[src/verilog/rstr_pkg.sv]
// package: register map, field layout and reset values of the tuning and test register bank
package rstr_pkg;

   // ------------------------------------------------------------
   // register bus geometry
   // ------------------------------------------------------------
   localparam int          ADDR_W = 8;
   localparam int          DATA_W = 8;
   localparam logic [7:0]  READ_ZERO = 8'h00;

   // ------------------------------------------------------------
   // register offsets
   // ------------------------------------------------------------
   localparam logic [7:0]  ADDR_ANTENNA_TUNING_CAPS       = 8'h12;
   localparam logic [7:0]  ADDR_SYNTH_CONTROL             = 8'h13;
   localparam logic [7:0]  ADDR_DIVIDER_DRIVE_SETUP       = 8'h1C;
   localparam logic [7:0]  ADDR_PUMP_CURRENT_OVERRIDE     = 8'h40;
   localparam logic [7:0]  ADDR_OSCILLATOR_ARRAY_OVERRIDE = 8'h41;
   localparam logic [7:0]  ADDR_LOOP_BANDWIDTH_CONSTANT   = 8'h42;
   localparam logic [7:0]  ADDR_LOOP_BREAK_CONTROL        = 8'h43;
   localparam logic [7:0]  ADDR_APPLIED_PUMP_CURRENT      = 8'h44;
   localparam logic [7:0]  ADDR_APPLIED_CAL_CODE          = 8'h45;
   localparam logic [7:0]  ADDR_APPLIED_OSC_ARRAY         = 8'h46;

   // ------------------------------------------------------------
   // storage of each writable register: lowest stored bit, width, reset
   // ------------------------------------------------------------
   localparam int          MATCH_LSB   = 0;
   localparam int          MATCH_W     = 8;
   localparam logic [7:0]  MATCH_RST   = 8'h00;
   localparam int          SYNTH_LSB   = 0;
   localparam int          SYNTH_W     = 1;
   localparam logic [0:0]  SYNTH_RST   = 1'h1;
   localparam int          DIVDRV_LSB  = 2;
   localparam int          DIVDRV_W    = 6;
   localparam logic [5:0]  DIVDRV_RST  = 6'h00;
   localparam int          PUMP_LSB    = 0;
   localparam int          PUMP_W      = 8;
   localparam logic [7:0]  PUMP_RST    = 8'h10;
   localparam int          OSC_LSB     = 0;
   localparam int          OSC_W       = 6;
   localparam logic [5:0]  OSC_RST     = 6'h08;
   localparam int          LOOPBW_LSB  = 0;
   localparam int          LOOPBW_W    = 6;
   localparam logic [5:0]  LOOPBW_RST  = 6'h25;
   localparam int          BREAK_LSB   = 0;
   localparam int          BREAK_W     = 5;
   localparam logic [4:0]  BREAK_RST   = 5'h04;

   // ------------------------------------------------------------
   // field positions inside the stored values
   // ------------------------------------------------------------
   localparam int RX_MATCH_HI   = 7;
   localparam int RX_MATCH_LO   = 4;
   localparam int TX_MATCH_HI   = 3;
   localparam int TX_MATCH_LO   = 0;
   localparam int SWING_HI      = 5;   // register bits 7:6
   localparam int SWING_LO      = 4;
   localparam int CURRENT_HI    = 3;   // register bits 5:4
   localparam int CURRENT_LO    = 2;
   localparam int IF_INPUT_BIT  = 1;   // register bit 3
   localparam int IF_FRONT_BIT  = 0;   // register bit 2
   localparam int PROBE_ONE_BIT = 7;
   localparam int PROBE_TWO_BIT = 6;
   localparam int PUMP_FORCE_BIT = 5;
   localparam int PUMP_CODE_HI  = 4;
   localparam int PUMP_CODE_LO  = 0;
   localparam int INHIBIT_BIT   = 5;
   localparam int OSC_FORCE_BIT = 4;
   localparam int OSC_CODE_HI   = 3;
   localparam int OSC_CODE_LO   = 0;
   localparam int BREAK_BIT     = 4;
   localparam int CAL_CODE_HI   = 3;
   localparam int CAL_CODE_LO   = 0;

   localparam int PUMP_CODE_W   = 5;
   localparam int OSC_CODE_W    = 4;
   localparam int CAL_CODE_W    = 4;

endpackage

[src/verilog/rstr_wr_if.sv]
// interface: register write port shared by the bank and its field registers
`timescale 1ns/1ps
interface rstr_wr_if;
   logic       wrEn;
   logic [7:0] addr;
   logic [7:0] wdata;

   modport src  (output wrEn, output addr, output wdata);
   modport sink (input wrEn, input addr, input wdata);
endinterface
[src/verilog/rstr_field_reg.sv]
// module: one writable register, storing a slice of the written byte
`timescale 1ns/1ps
module rstr_field_reg #(
   parameter logic [7:0]       ADDR  = 8'h00,
   parameter int               LSB   = 0,
   parameter int               WIDTH = 8,
   parameter logic [WIDTH-1:0] RESET = '0
) (
   input  wire logic             clk,
   input  wire logic             rst_n,
   rstr_wr_if.sink               wr,
   output      logic [WIDTH-1:0] field_q
);

   // bits outside the slice are never stored, so writes to them vanish
   always_ff @(posedge clk) begin
      if (!rst_n) begin
         field_q <= RESET;
      end else if (wr.wrEn && (wr.addr == ADDR)) begin
         field_q <= wr.wdata[LSB+WIDTH-1:LSB];
      end
   end

endmodule

[src/verilog/rstr_tuning_regs.sv]
// module: synthesizer tuning, divider drive and pll test register bank
`timescale 1ns/1ps
// Operation
// [RL1] upper nibble of matching register drives receive capacitor code, 0.4 pF steps
// [RL2] lower nibble drives transmit capacitor code; both nibbles reset to zero
// [RL3] synth control bit 0 is an active-low synthesizer reset, resets to 1
// [RL4] divider drive bits 7:6 select prescaler swing fraction
// [RL5] divider drive bits 5:4 select prescaler current fraction, reset 00
// [RL6] bit 3 set makes the signal strength pin the IF strip input
// [RL7] bit 2 set routes IF front amplifier output to signal strength pin
// [RL8] pump register bits 7 and 6 route filter probes; clear ties node to ground
// [RL9] pump force bit applies forced 5-bit current code, reset 10000
// [RL10] pulse inhibit bit suppresses charge pump up and down pulses
// [RL11] oscillator force bit applies forced 4-bit array code, reset 1000
// [RL12] 6-bit loop gain constant sets PLL bandwidth, resets to 100101
// [RL13] loop break opens the loop and applies forced cal code, reset 0100
// [RL14] read-only field shows the applied charge pump current code
// [RL15] read-only field shows the applied calibration DAC code
// [RL16] read-only field shows the applied oscillator array code
// [RL17] unused bits read zero, ignore writes; status registers ignore writes
module rstr_tuning_regs (
   input  wire logic                            clk,
   input  wire logic                            rst_n,
   // register port
   input  wire logic [rstr_pkg::ADDR_W-1:0]     regAddr,
   input  wire logic                            regWrite,
   input  wire logic [rstr_pkg::DATA_W-1:0]     regWdata,
   input  wire logic                            regRead,
   output      logic [rstr_pkg::DATA_W-1:0]     regRdata_q,
   // calibrated values and pulses from the synthesizer
   input  wire logic [rstr_pkg::PUMP_CODE_W-1:0] calPumpCode,
   input  wire logic [rstr_pkg::OSC_CODE_W-1:0]  calOscArrayCode,
   input  wire logic [rstr_pkg::CAL_CODE_W-1:0]  calDacCode,
   input  wire logic                            pumpUpIn,
   input  wire logic                            pumpDownIn,
   // analogue controls
   output      logic [3:0]                      rxMatchCode,
   output      logic [3:0]                      txMatchCode,
   output      logic                            synthResetLow,
   output      logic [1:0]                      preSwingCode,
   output      logic [1:0]                      preCurrentCode,
   output      logic                            ifInputFromPin,
   output      logic                            ifFrontToPin,
   output      logic                            filterProbeOne,
   output      logic                            filterProbeTwo,
   output      logic                            pumpOutputGround,
   output      logic [5:0]                      loopGainConstant,
   output      logic                            loopOpen,
   output      logic [rstr_pkg::PUMP_CODE_W-1:0] appliedPumpCode_q,
   output      logic [rstr_pkg::OSC_CODE_W-1:0]  appliedOscArrayCode_q,
   output      logic [rstr_pkg::CAL_CODE_W-1:0]  appliedCalCode_q,
   output      logic                            pumpUpOut_q,
   output      logic                            pumpDownOut_q
);
   import rstr_pkg::*;

   // ------------------------------------------------------------
   // write port fan-out
   // ------------------------------------------------------------
   rstr_wr_if wrBus ();

   // only writable offsets reach storage; the status offsets have no store
   assign wrBus.wrEn  = regWrite;  // [RL17]
   assign wrBus.addr  = regAddr;
   assign wrBus.wdata = regWdata;

   // ------------------------------------------------------------
   // register storage
   // ------------------------------------------------------------
   logic [MATCH_W-1:0]  matchQ;
   logic [SYNTH_W-1:0]  synthQ;
   logic [DIVDRV_W-1:0] divDrvQ;
   logic [PUMP_W-1:0]   pumpQ;
   logic [OSC_W-1:0]    oscQ;
   logic [LOOPBW_W-1:0] loopBwQ;
   logic [BREAK_W-1:0]  breakQ;

   rstr_field_reg #(
      .ADDR  (ADDR_ANTENNA_TUNING_CAPS),
      .LSB   (MATCH_LSB),
      .WIDTH (MATCH_W),
      .RESET (MATCH_RST)
   ) uMatch (
      .clk     (clk),
      .rst_n   (rst_n),
      .wr      (wrBus.sink),
      .field_q (matchQ)
   );

   // only bit 0 is stored; the reserved and unused bits read zero
   rstr_field_reg #(
      .ADDR  (ADDR_SYNTH_CONTROL),
      .LSB   (SYNTH_LSB),
      .WIDTH (SYNTH_W),
      .RESET (SYNTH_RST)
   ) uSynth (
      .clk     (clk),
      .rst_n   (rst_n),
      .wr      (wrBus.sink),
      .field_q (synthQ)
   );

   rstr_field_reg #(
      .ADDR  (ADDR_DIVIDER_DRIVE_SETUP),
      .LSB   (DIVDRV_LSB),
      .WIDTH (DIVDRV_W),
      .RESET (DIVDRV_RST)
   ) uDivDrv (
      .clk     (clk),
      .rst_n   (rst_n),
      .wr      (wrBus.sink),
      .field_q (divDrvQ)
   );

   rstr_field_reg #(
      .ADDR  (ADDR_PUMP_CURRENT_OVERRIDE),
      .LSB   (PUMP_LSB),
      .WIDTH (PUMP_W),
      .RESET (PUMP_RST)
   ) uPump (
      .clk     (clk),
      .rst_n   (rst_n),
      .wr      (wrBus.sink),
      .field_q (pumpQ)
   );

   rstr_field_reg #(
      .ADDR  (ADDR_OSCILLATOR_ARRAY_OVERRIDE),
      .LSB   (OSC_LSB),
      .WIDTH (OSC_W),
      .RESET (OSC_RST)
   ) uOsc (
      .clk     (clk),
      .rst_n   (rst_n),
      .wr      (wrBus.sink),
      .field_q (oscQ)
   );

   rstr_field_reg #(
      .ADDR  (ADDR_LOOP_BANDWIDTH_CONSTANT),
      .LSB   (LOOPBW_LSB),
      .WIDTH (LOOPBW_W),
      .RESET (LOOPBW_RST)
   ) uLoopBw (
      .clk     (clk),
      .rst_n   (rst_n),
      .wr      (wrBus.sink),
      .field_q (loopBwQ)
   );

   rstr_field_reg #(
      .ADDR  (ADDR_LOOP_BREAK_CONTROL),
      .LSB   (BREAK_LSB),
      .WIDTH (BREAK_W),
      .RESET (BREAK_RST)
   ) uBreak (
      .clk     (clk),
      .rst_n   (rst_n),
      .wr      (wrBus.sink),
      .field_q (breakQ)
   );

   // ------------------------------------------------------------
   // field decode
   // ------------------------------------------------------------
   logic                   pumpCurrentForce;
   logic [PUMP_CODE_W-1:0] pumpCurrentForcedCode;
   logic                   pumpPulseInhibit;
   logic                   oscArrayForce;
   logic [OSC_CODE_W-1:0]  oscArrayForcedCode;
   logic [CAL_CODE_W-1:0]  calForcedCode;

   assign rxMatchCode    = matchQ[RX_MATCH_HI:RX_MATCH_LO];     // [RL1]
   assign txMatchCode    = matchQ[TX_MATCH_HI:TX_MATCH_LO];     // [RL2]
   assign synthResetLow  = synthQ[0];                           // [RL3]
   // swing code 10 is passed on unchanged; its analogue meaning is not ours
   assign preSwingCode   = divDrvQ[SWING_HI:SWING_LO];          // [RL4]
   assign preCurrentCode = divDrvQ[CURRENT_HI:CURRENT_LO];      // [RL5]
   assign ifInputFromPin = divDrvQ[IF_INPUT_BIT];               // [RL6]
   assign ifFrontToPin   = divDrvQ[IF_FRONT_BIT];               // [RL7]

   assign filterProbeOne   = pumpQ[PROBE_ONE_BIT];              // [RL8]
   assign filterProbeTwo   = pumpQ[PROBE_TWO_BIT];              // [RL8]
   assign pumpOutputGround = ~(filterProbeOne | filterProbeTwo); // [RL8]

   assign pumpCurrentForce      = pumpQ[PUMP_FORCE_BIT];
   assign pumpCurrentForcedCode = pumpQ[PUMP_CODE_HI:PUMP_CODE_LO];
   assign pumpPulseInhibit      = oscQ[INHIBIT_BIT];
   assign oscArrayForce         = oscQ[OSC_FORCE_BIT];
   assign oscArrayForcedCode    = oscQ[OSC_CODE_HI:OSC_CODE_LO];

   assign loopGainConstant = loopBwQ;                           // [RL12]
   assign loopOpen         = breakQ[BREAK_BIT];                 // [RL13]
   assign calForcedCode    = breakQ[CAL_CODE_HI:CAL_CODE_LO];

   // ------------------------------------------------------------
   // applied codes
   // ------------------------------------------------------------
   // registered so the analogue side never sees a mux glitch
   always_ff @(posedge clk) begin
      if (!rst_n) begin
         appliedPumpCode_q <= PUMP_RST[PUMP_CODE_HI:PUMP_CODE_LO];
      end else if (pumpCurrentForce) begin
         appliedPumpCode_q <= pumpCurrentForcedCode;            // [RL9]
      end else begin
         appliedPumpCode_q <= calPumpCode;                      // [RL9]
      end
   end

   always_ff @(posedge clk) begin
      if (!rst_n) begin
         appliedOscArrayCode_q <= OSC_RST[OSC_CODE_HI:OSC_CODE_LO];
      end else if (oscArrayForce) begin
         appliedOscArrayCode_q <= oscArrayForcedCode;           // [RL11]
      end else begin
         appliedOscArrayCode_q <= calOscArrayCode;              // [RL11]
      end
   end

   // forced code is ignored while the loop stays closed
   always_ff @(posedge clk) begin
      if (!rst_n) begin
         appliedCalCode_q <= BREAK_RST[CAL_CODE_HI:CAL_CODE_LO];
      end else if (loopOpen) begin
         appliedCalCode_q <= calForcedCode;                     // [RL13]
      end else begin
         appliedCalCode_q <= calDacCode;                        // [RL13]
      end
   end

   // ------------------------------------------------------------
   // charge pump pulse gating
   // ------------------------------------------------------------
   // one cycle of latency keeps up and down aligned with each other
   always_ff @(posedge clk) begin
      if (!rst_n) begin
         pumpUpOut_q   <= 1'b0;
         pumpDownOut_q <= 1'b0;
      end else begin
         pumpUpOut_q   <= pumpUpIn & ~pumpPulseInhibit;         // [RL10]
         pumpDownOut_q <= pumpDownIn & ~pumpPulseInhibit;       // [RL10]
      end
   end

   // ------------------------------------------------------------
   // read back
   // ------------------------------------------------------------
   logic [DATA_W-1:0] rdataD;

   always_comb begin
      if (regAddr == ADDR_ANTENNA_TUNING_CAPS) begin
         rdataD = matchQ;
      end else if (regAddr == ADDR_SYNTH_CONTROL) begin
         rdataD = {7'h00, synthQ};                              // [RL17]
      end else if (regAddr == ADDR_DIVIDER_DRIVE_SETUP) begin
         rdataD = {divDrvQ, 2'h0};                              // [RL17]
      end else if (regAddr == ADDR_PUMP_CURRENT_OVERRIDE) begin
         rdataD = pumpQ;
      end else if (regAddr == ADDR_OSCILLATOR_ARRAY_OVERRIDE) begin
         rdataD = {2'h0, oscQ};                                 // [RL17]
      end else if (regAddr == ADDR_LOOP_BANDWIDTH_CONSTANT) begin
         rdataD = {2'h0, loopBwQ};                              // [RL17]
      end else if (regAddr == ADDR_LOOP_BREAK_CONTROL) begin
         rdataD = {3'h0, breakQ};                               // [RL17]
      end else if (regAddr == ADDR_APPLIED_PUMP_CURRENT) begin
         rdataD = {3'h0, appliedPumpCode_q};                    // [RL14]
      end else if (regAddr == ADDR_APPLIED_CAL_CODE) begin
         rdataD = {4'h0, appliedCalCode_q};                     // [RL15]
      end else if (regAddr == ADDR_APPLIED_OSC_ARRAY) begin
         rdataD = {4'h0, appliedOscArrayCode_q};                // [RL16]
      end else begin
         rdataD = READ_ZERO;                                    // [RL17]
      end
   end

   // read data holds until the next read strobe
   always_ff @(posedge clk) begin
      if (!rst_n) begin
         regRdata_q <= READ_ZERO;
      end else if (regRead) begin
         regRdata_q <= rdataD;
      end
   end

endmodule

[config.mk]
export PLATFORM = sky130hd
export DESIGN_NAME = rstr_tuning_regs
export DESIGN_NICKNAME = d
export VERILOG_FILES = /design/src/verilog/rstr_pkg.sv /design/src/verilog/rstr_wr_if.sv /design/src/verilog/rstr_field_reg.sv /design/src/verilog/rstr_tuning_regs.sv
export SDC_FILE = /design/constraint.sdc
export NUM_CORES = 1
export LEC_CHECK = 0
export ABC_AREA = 1
export BUFFER_PORTS_ARGS = -buffer_cell sky130_fd_sc_hd__clkbuf_2
export CAP_MARGIN = 20
export CORE_MARGIN = 3
export CORE_UTILIZATION = 59
export CTS_CLUSTER_DIAMETER = 150
export DETAILED_ROUTE_END_ITERATION = 7
export PLACE_DENSITY = 0.86
export SLEW_MARGIN = 30
export SYNTH_ARGS = -nofsm -noshare
export SYNTH_HDL_FRONTEND = slang
export SYNTH_HIERARCHICAL = 1
export SYNTH_SLANG_ARGS = --single-unit
export TNS_END_PERCENT = 50
[constraint.sdc]
create_clock -name clk -period 1.7 [get_ports clk]
set_input_delay 0.085 -clock clk [delete_from_list [all_inputs] [get_ports clk]]
set_output_delay 0.085 -clock clk [all_outputs]
set_load 0.01 [all_outputs]
# After elaboration in Yosys (flattened, before gate mapping)
# Index checks and enable logic that the tools add are counted.
dict set report classes {
  n_eq_ne 10
  muxes 13
  n_bitwise 5
  n_reduce_logical 7
}
# cell count
set op_table {}
lappend op_table {{8-bit by 7-bit == test with 1-bit output, second input constant} 7}
lappend op_table {{8-bit 2-to-1 mux} 4}
lappend op_table {{8-bit by 5-bit == test with 1-bit output, second input constant} 3}
lappend op_table {{4-bit 2-to-1 mux} 4}
lappend op_table {{5-bit 2-to-1 mux} 3}
lappend op_table {{6-bit 2-to-1 mux} 2}
lappend op_table {{1-bit logical AND} 7}
lappend op_table {{1-bit bitwise AND} 2}
lappend op_table {{1-bit inverter} 2}
lappend op_table {{1-bit bitwise OR} 1}
dict set report word_totals {
  reg_bits 63
  input_bits 35
  out_inout_bits 48
  elab_cells 48
}

# Longest topological paths before layout
dict set report logic_depth {
  word_depth 11
  ltp_mapped 11
  mapped_depth_nobuf 11
}

# Hierarchy
# Netlist, hierarchy kept.
# module n_inst cells_each area_per_inst_um2 seq_area_each_um2
set modules_own_cells {}
lappend modules_own_cells {rstr_tuning_regs 1 208 1353.8 460.4}
lappend modules_own_cells {{rstr_field_reg (uPump)} 1 65 454.2 160.2}
lappend modules_own_cells {{rstr_field_reg (uMatch)} 1 66 444.2 160.2}
lappend modules_own_cells {{rstr_field_reg (uDivDrv)} 1 52 376.6 120.1}
lappend modules_own_cells {{rstr_field_reg (uOsc)} 1 51 356.6 120.1}
lappend modules_own_cells {{rstr_field_reg (uLoopBw)} 1 47 317.8 120.1}
lappend modules_own_cells {{rstr_field_reg (uBreak)} 1 43 297.8 100.1}
lappend modules_own_cells {{rstr_field_reg (uSynth)} 1 16 86.3 20.0}

# Least setup slack after synthesis
# No wires, ideal clock.
dict set report synth_timing {
  path_type {in2reg}
  start {input regAddr[0] (netlist name)}
  end {register regRdata_q[2] (netlist name)}
  setup_time_ns 0.119
  arrival_ns 0.974
  path_slack_ns 0.607
  stages 7
  path_cell_list {inv_1 nand2_2 nor3_4 inv_2 or2_0 nand2_1 a21oi_1}
}
dict set report synth_between {
  elab_chain_cells 11
}
# element line_no
set synth_rtl {}
lappend synth_rtl {{start: declaration} rstr_tuning_regs.sv:25} ;# input wire logic [rstr_pkg::ADDR_W-1:0] regAddr,
lappend synth_rtl {{8-bit by 7-bit == test with 1-bit output} rstr_tuning_regs.sv:269} ;# end else if (regAddr == ADDR_APPLIED_OSC_ARRAY) begin
lappend synth_rtl {{4-bit 2-to-1 mux} rstr_tuning_regs.sv:269}
lappend synth_rtl {{4-bit 2-to-1 mux} rstr_tuning_regs.sv:267} ;# end else if (regAddr == ADDR_APPLIED_CAL_CODE) begin
lappend synth_rtl {{5-bit 2-to-1 mux} rstr_tuning_regs.sv:265} ;# end else if (regAddr == ADDR_APPLIED_PUMP_CURRENT) begin
lappend synth_rtl {{5-bit 2-to-1 mux} rstr_tuning_regs.sv:263} ;# end else if (regAddr == ADDR_LOOP_BREAK_CONTROL) begin
lappend synth_rtl {{6-bit 2-to-1 mux} rstr_tuning_regs.sv:261} ;# end else if (regAddr == ADDR_LOOP_BANDWIDTH_CONSTANT) begin
lappend synth_rtl {{6-bit 2-to-1 mux} rstr_tuning_regs.sv:259} ;# end else if (regAddr == ADDR_OSCILLATOR_ARRAY_OVERRIDE) begin
lappend synth_rtl {{8-bit 2-to-1 mux} rstr_tuning_regs.sv:257} ;# end else if (regAddr == ADDR_PUMP_CURRENT_OVERRIDE) begin
lappend synth_rtl {{8-bit 2-to-1 mux} rstr_tuning_regs.sv:255} ;# end else if (regAddr == ADDR_DIVIDER_DRIVE_SETUP) begin
lappend synth_rtl {{8-bit 2-to-1 mux} rstr_tuning_regs.sv:253} ;# end else if (regAddr == ADDR_SYNTH_CONTROL) begin
lappend synth_rtl {{8-bit 2-to-1 mux *} rstr_tuning_regs.sv:251} ;# if (regAddr == ADDR_ANTENNA_TUNING_CAPS) begin
lappend synth_rtl {{end signal: assignment} rstr_tuning_regs.sv:281} ;# regRdata_q <= rdataD;
lappend synth_rtl {{end: declaration} rstr_tuning_regs.sv:29} ;# output logic [rstr_pkg::DATA_W-1:0] regRdata_q,
# Mark *: on every way between the ends. The rest lies on a longest branch, timed or not.
# A chain may end at the register's enable or synchronous reset.

# Worst setup path after layout
dict set report layout_timing {
  start {register uBreak.field_q[4]}
  end {register regRdata_q[4] (netlist name)}
}
dict set report layout_between {
  elab_chain_cells 7
}
# element line_no
set layout_rtl {}
lappend layout_rtl {{start: declaration} rstr_field_reg.sv:12} ;# output logic [WIDTH-1:0] field_q
lappend layout_rtl {{start signal: assignment} rstr_field_reg.sv:20} ;# field_q <= wr.wdata[LSB+WIDTH-1:LSB];
lappend layout_rtl {{5-bit 2-to-1 mux} rstr_tuning_regs.sv:263}
lappend layout_rtl {{6-bit 2-to-1 mux} rstr_tuning_regs.sv:261}
lappend layout_rtl {{6-bit 2-to-1 mux} rstr_tuning_regs.sv:259}
lappend layout_rtl {{8-bit 2-to-1 mux} rstr_tuning_regs.sv:257}
lappend layout_rtl {{8-bit 2-to-1 mux} rstr_tuning_regs.sv:255}
lappend layout_rtl {{8-bit 2-to-1 mux} rstr_tuning_regs.sv:253}
lappend layout_rtl {{8-bit 2-to-1 mux} rstr_tuning_regs.sv:251}
# No other way between the ends.

==> metrics <==
filler-free cell count of the finished design=735; Area Growth Syn to Fin=23.0%; required time of the critical path=1980 ps; clock skew=7.43 ps; Detailed Routing Iterations Pass 1=6; Setup TNS=0 ps; Worst setup SP type=flip-flop; YS warnings=6; Post-synth EDFFs=0; core area=0.00599 mm^2; die width=85.1 um; die footprint=0.00723 mm^2; first-pass GRT wire length=17600 um; Synth Area per Inst=6.73 um^2; max_slew headroom=68.2%; Initial Util=61.5%; via count=4008; GP Congestion=0.929; WL/cell=14.7 um; vias per std cell=5.45; Worst VDD drop=480 uV; CTS tree=built; Port Buffers=82; worst skew pair latency=340 ps; FMAX=0.817 GHz; CTS H-Tree Depth=3; Root Buffer Master=clkbuf_8; # nets final=690; initial antenna violation count=0; # diodes=0; Final setup violation count=0; Synth Cell Area=0.00369 mm^2; max cap viols=0; post-synth top area share=34.2%; Leak=2.41 nW; largest cells by area after synthesis=dfxtp_1, nor2_1, nand2_1, inv_1, nand4_1; chip height=85.1 um; clock sinks=63; post-synthesis register bit count=63; CTS clk-pin slew, worst paths=70 ps; dpl ws=192 ps; crit path max fanout=8; top post-synthesis cells by count=nor2_1, nand2_1, inv_1; Cells after Synth=548; Final Hold Fails=0; RSZ-0062 raised after global routing=no; hpwl dp=7890 um; drt drc=0; Setup CP Type=flip-flop to flip-flop; Post-synth top flop=dfxtp_1; Placed Cells=709; Rows=28; Arr. time, crit path=1510 ps; total gr overflow=0; status=complete, no violations; Detailed Route WL=10800 um; ys async rst share=0%; starting DRC count in detailed routing=378; I/O pin count=83; total track usage=30.6%; Power per Cell Area=719 mW/mm^2; min Tclk post-route=1220 ps; Critical Path Sink Type=flip-flop; synth unique cells=31; multi-input logic area=0.00201 mm^2; period utilization=72.0%; hold crit path type=input port to flip-flop; Fillers=452; Slew Limit Fails=0; syn_nets=583; Post-CTS Setup Repair Bufs=0; Worst Tran Pin Value=475 ps; remaining antenna violation count=0; register area=0.00126 mm^2; number of global-route vias before repair=3673; number of buffers created by CTS=9; cell with the most instances after synthesis=nor2_1; fin worst setup slack=476 ps; worst-case clock buffer depth=2; fraction of layout cells with a size suffix above 1=26.7%; Seq/Total Area, Yosys=34.2%; largest net degree at the start of global routing=63; cell accounting for the most synthesized area=dfxtp_1
-- repair_timing --
| action | in CTS | in global routing |
|---|---|---|
| gates resized for setup | 0 | 0 |
| hold endpoints to repair | 10 | 0 |
| hold buffers | 10 | 0 |
-- cells by family after synthesis --
kind of cell,share of synthesized area [%]
buf+inv,11.2
flops,34.2
simple gates,49.3
compound gates,5.33
-- sequential cells by signal, summed over array words and instances (netlist names), 5 cells and up --
name and count:
uDivDrv/field_q 6, uMatch/field_q 8, uBreak/field_q 5, appliedPumpCode_q 5, uPump/field_q 8, uOsc/field_q 6
uLoopBw/field_q 6, regRdata_q 8
-- path summary, 6_finish.rpt --
kind,slack [ps],to,from,cells past startpoint
max,480,regRdata_q[4],uBreak/field_q[4],6
min,7,appliedOscArrayCode_q[1],calOscArrayCode[1],3
max reg2reg,480,regRdata_q[4],uBreak/field_q[4],6
min reg2reg,470,regRdata_q[7],regRdata_q[7],2
-- stage by stage --
step / hold WS, ps / utilization, % / total power, mW / area (um^2)
finish: 6.76 / 75.7 / 3.26 / 4540
detailed placement: 300 / 70.9 / 1.99 / 4250
CTS: 0.272 / 75.7 / 3.25 / 4540
floorplan: 170 / - / 1.79 / 3690
global route: 10.4 / 75.7 / 3.38 / 4540
global placement: 290 / 70.9 / 1.97 / 4250
-- report_power, final --
part	internal (mW)	switching (mW)	leakage, nW
sequential	1.50	0.0165	0.513
combinational	0.156	0.303	1.80
clock	0.672	0.607	0.0960
total	2.33	0.927	2.41
-- area by class of cell --
| cell class | count | area share (%) |
|---|---|---|
| clock buffer | 10 | 2.81 |
| sequential | 63 | 27.8 |
| tap | 75 | 2.07 |
| timing repair buffer | 102 | 13.2 |
| multi-input combinational | 380 | 44.4 |
| clock inverter | 6 | 1.35 |
| inverter | 99 | 8.36 |
-- cell usage in the layout, fill, tap and decap left out, types with 2 or more instances in the layout --
| master | synthesis | layout |
|---|---|---|
| nand3_1 | 32 | 32 |
| nor2_4 | 10 | 10 |
| buf_4 | 1 | 9 |
| clkinv_2 | 0 | 3 |
| nand3_4 | 4 | 4 |
| a21oi_1 | 14 | 14 |
| clkinv_1 | 5 | 5 |
| nor2_8 | 8 | 8 |
| nand2_2 | 9 | 9 |
| nand4_1 | 44 | 44 |
| o21ai_1 | 3 | 3 |
| nand2_1 | 105 | 105 |
| inv_1 | 74 | 74 |
| nor2_1 | 108 | 108 |
| nor3_4 | 2 | 2 |
| dfxtp_1 | 63 | 63 |
| or2_0 | 4 | 4 |
| dlygate4sd3_1 | 0 | 10 |
| clkbuf_8 | 0 | 9 |
| inv_2 | 18 | 18 |
| clkbuf_2 | 0 | 82 |
| o21ai_0 | 18 | 18 |
| nor2_2 | 12 | 12 |
-- critical path, stage by stage (launching register included) --
cell	delay, ps
dfxtp_1	470
inv_1	140
o21ai_0	190
a21oi_1	70
nand3_1	100
o21ai_1	80
a21oi_1	110
-- layer usage --
metal	up-vias	global-route usage (%)	share of wire (%)
li1	1941	-	-
met1	1808	40.6	41
met2	226	50.0	47
met3	33	5.92	9.5
met4	0	10.2	2.4
met5	-	0	0
Power figures use the tool's default switching activity.
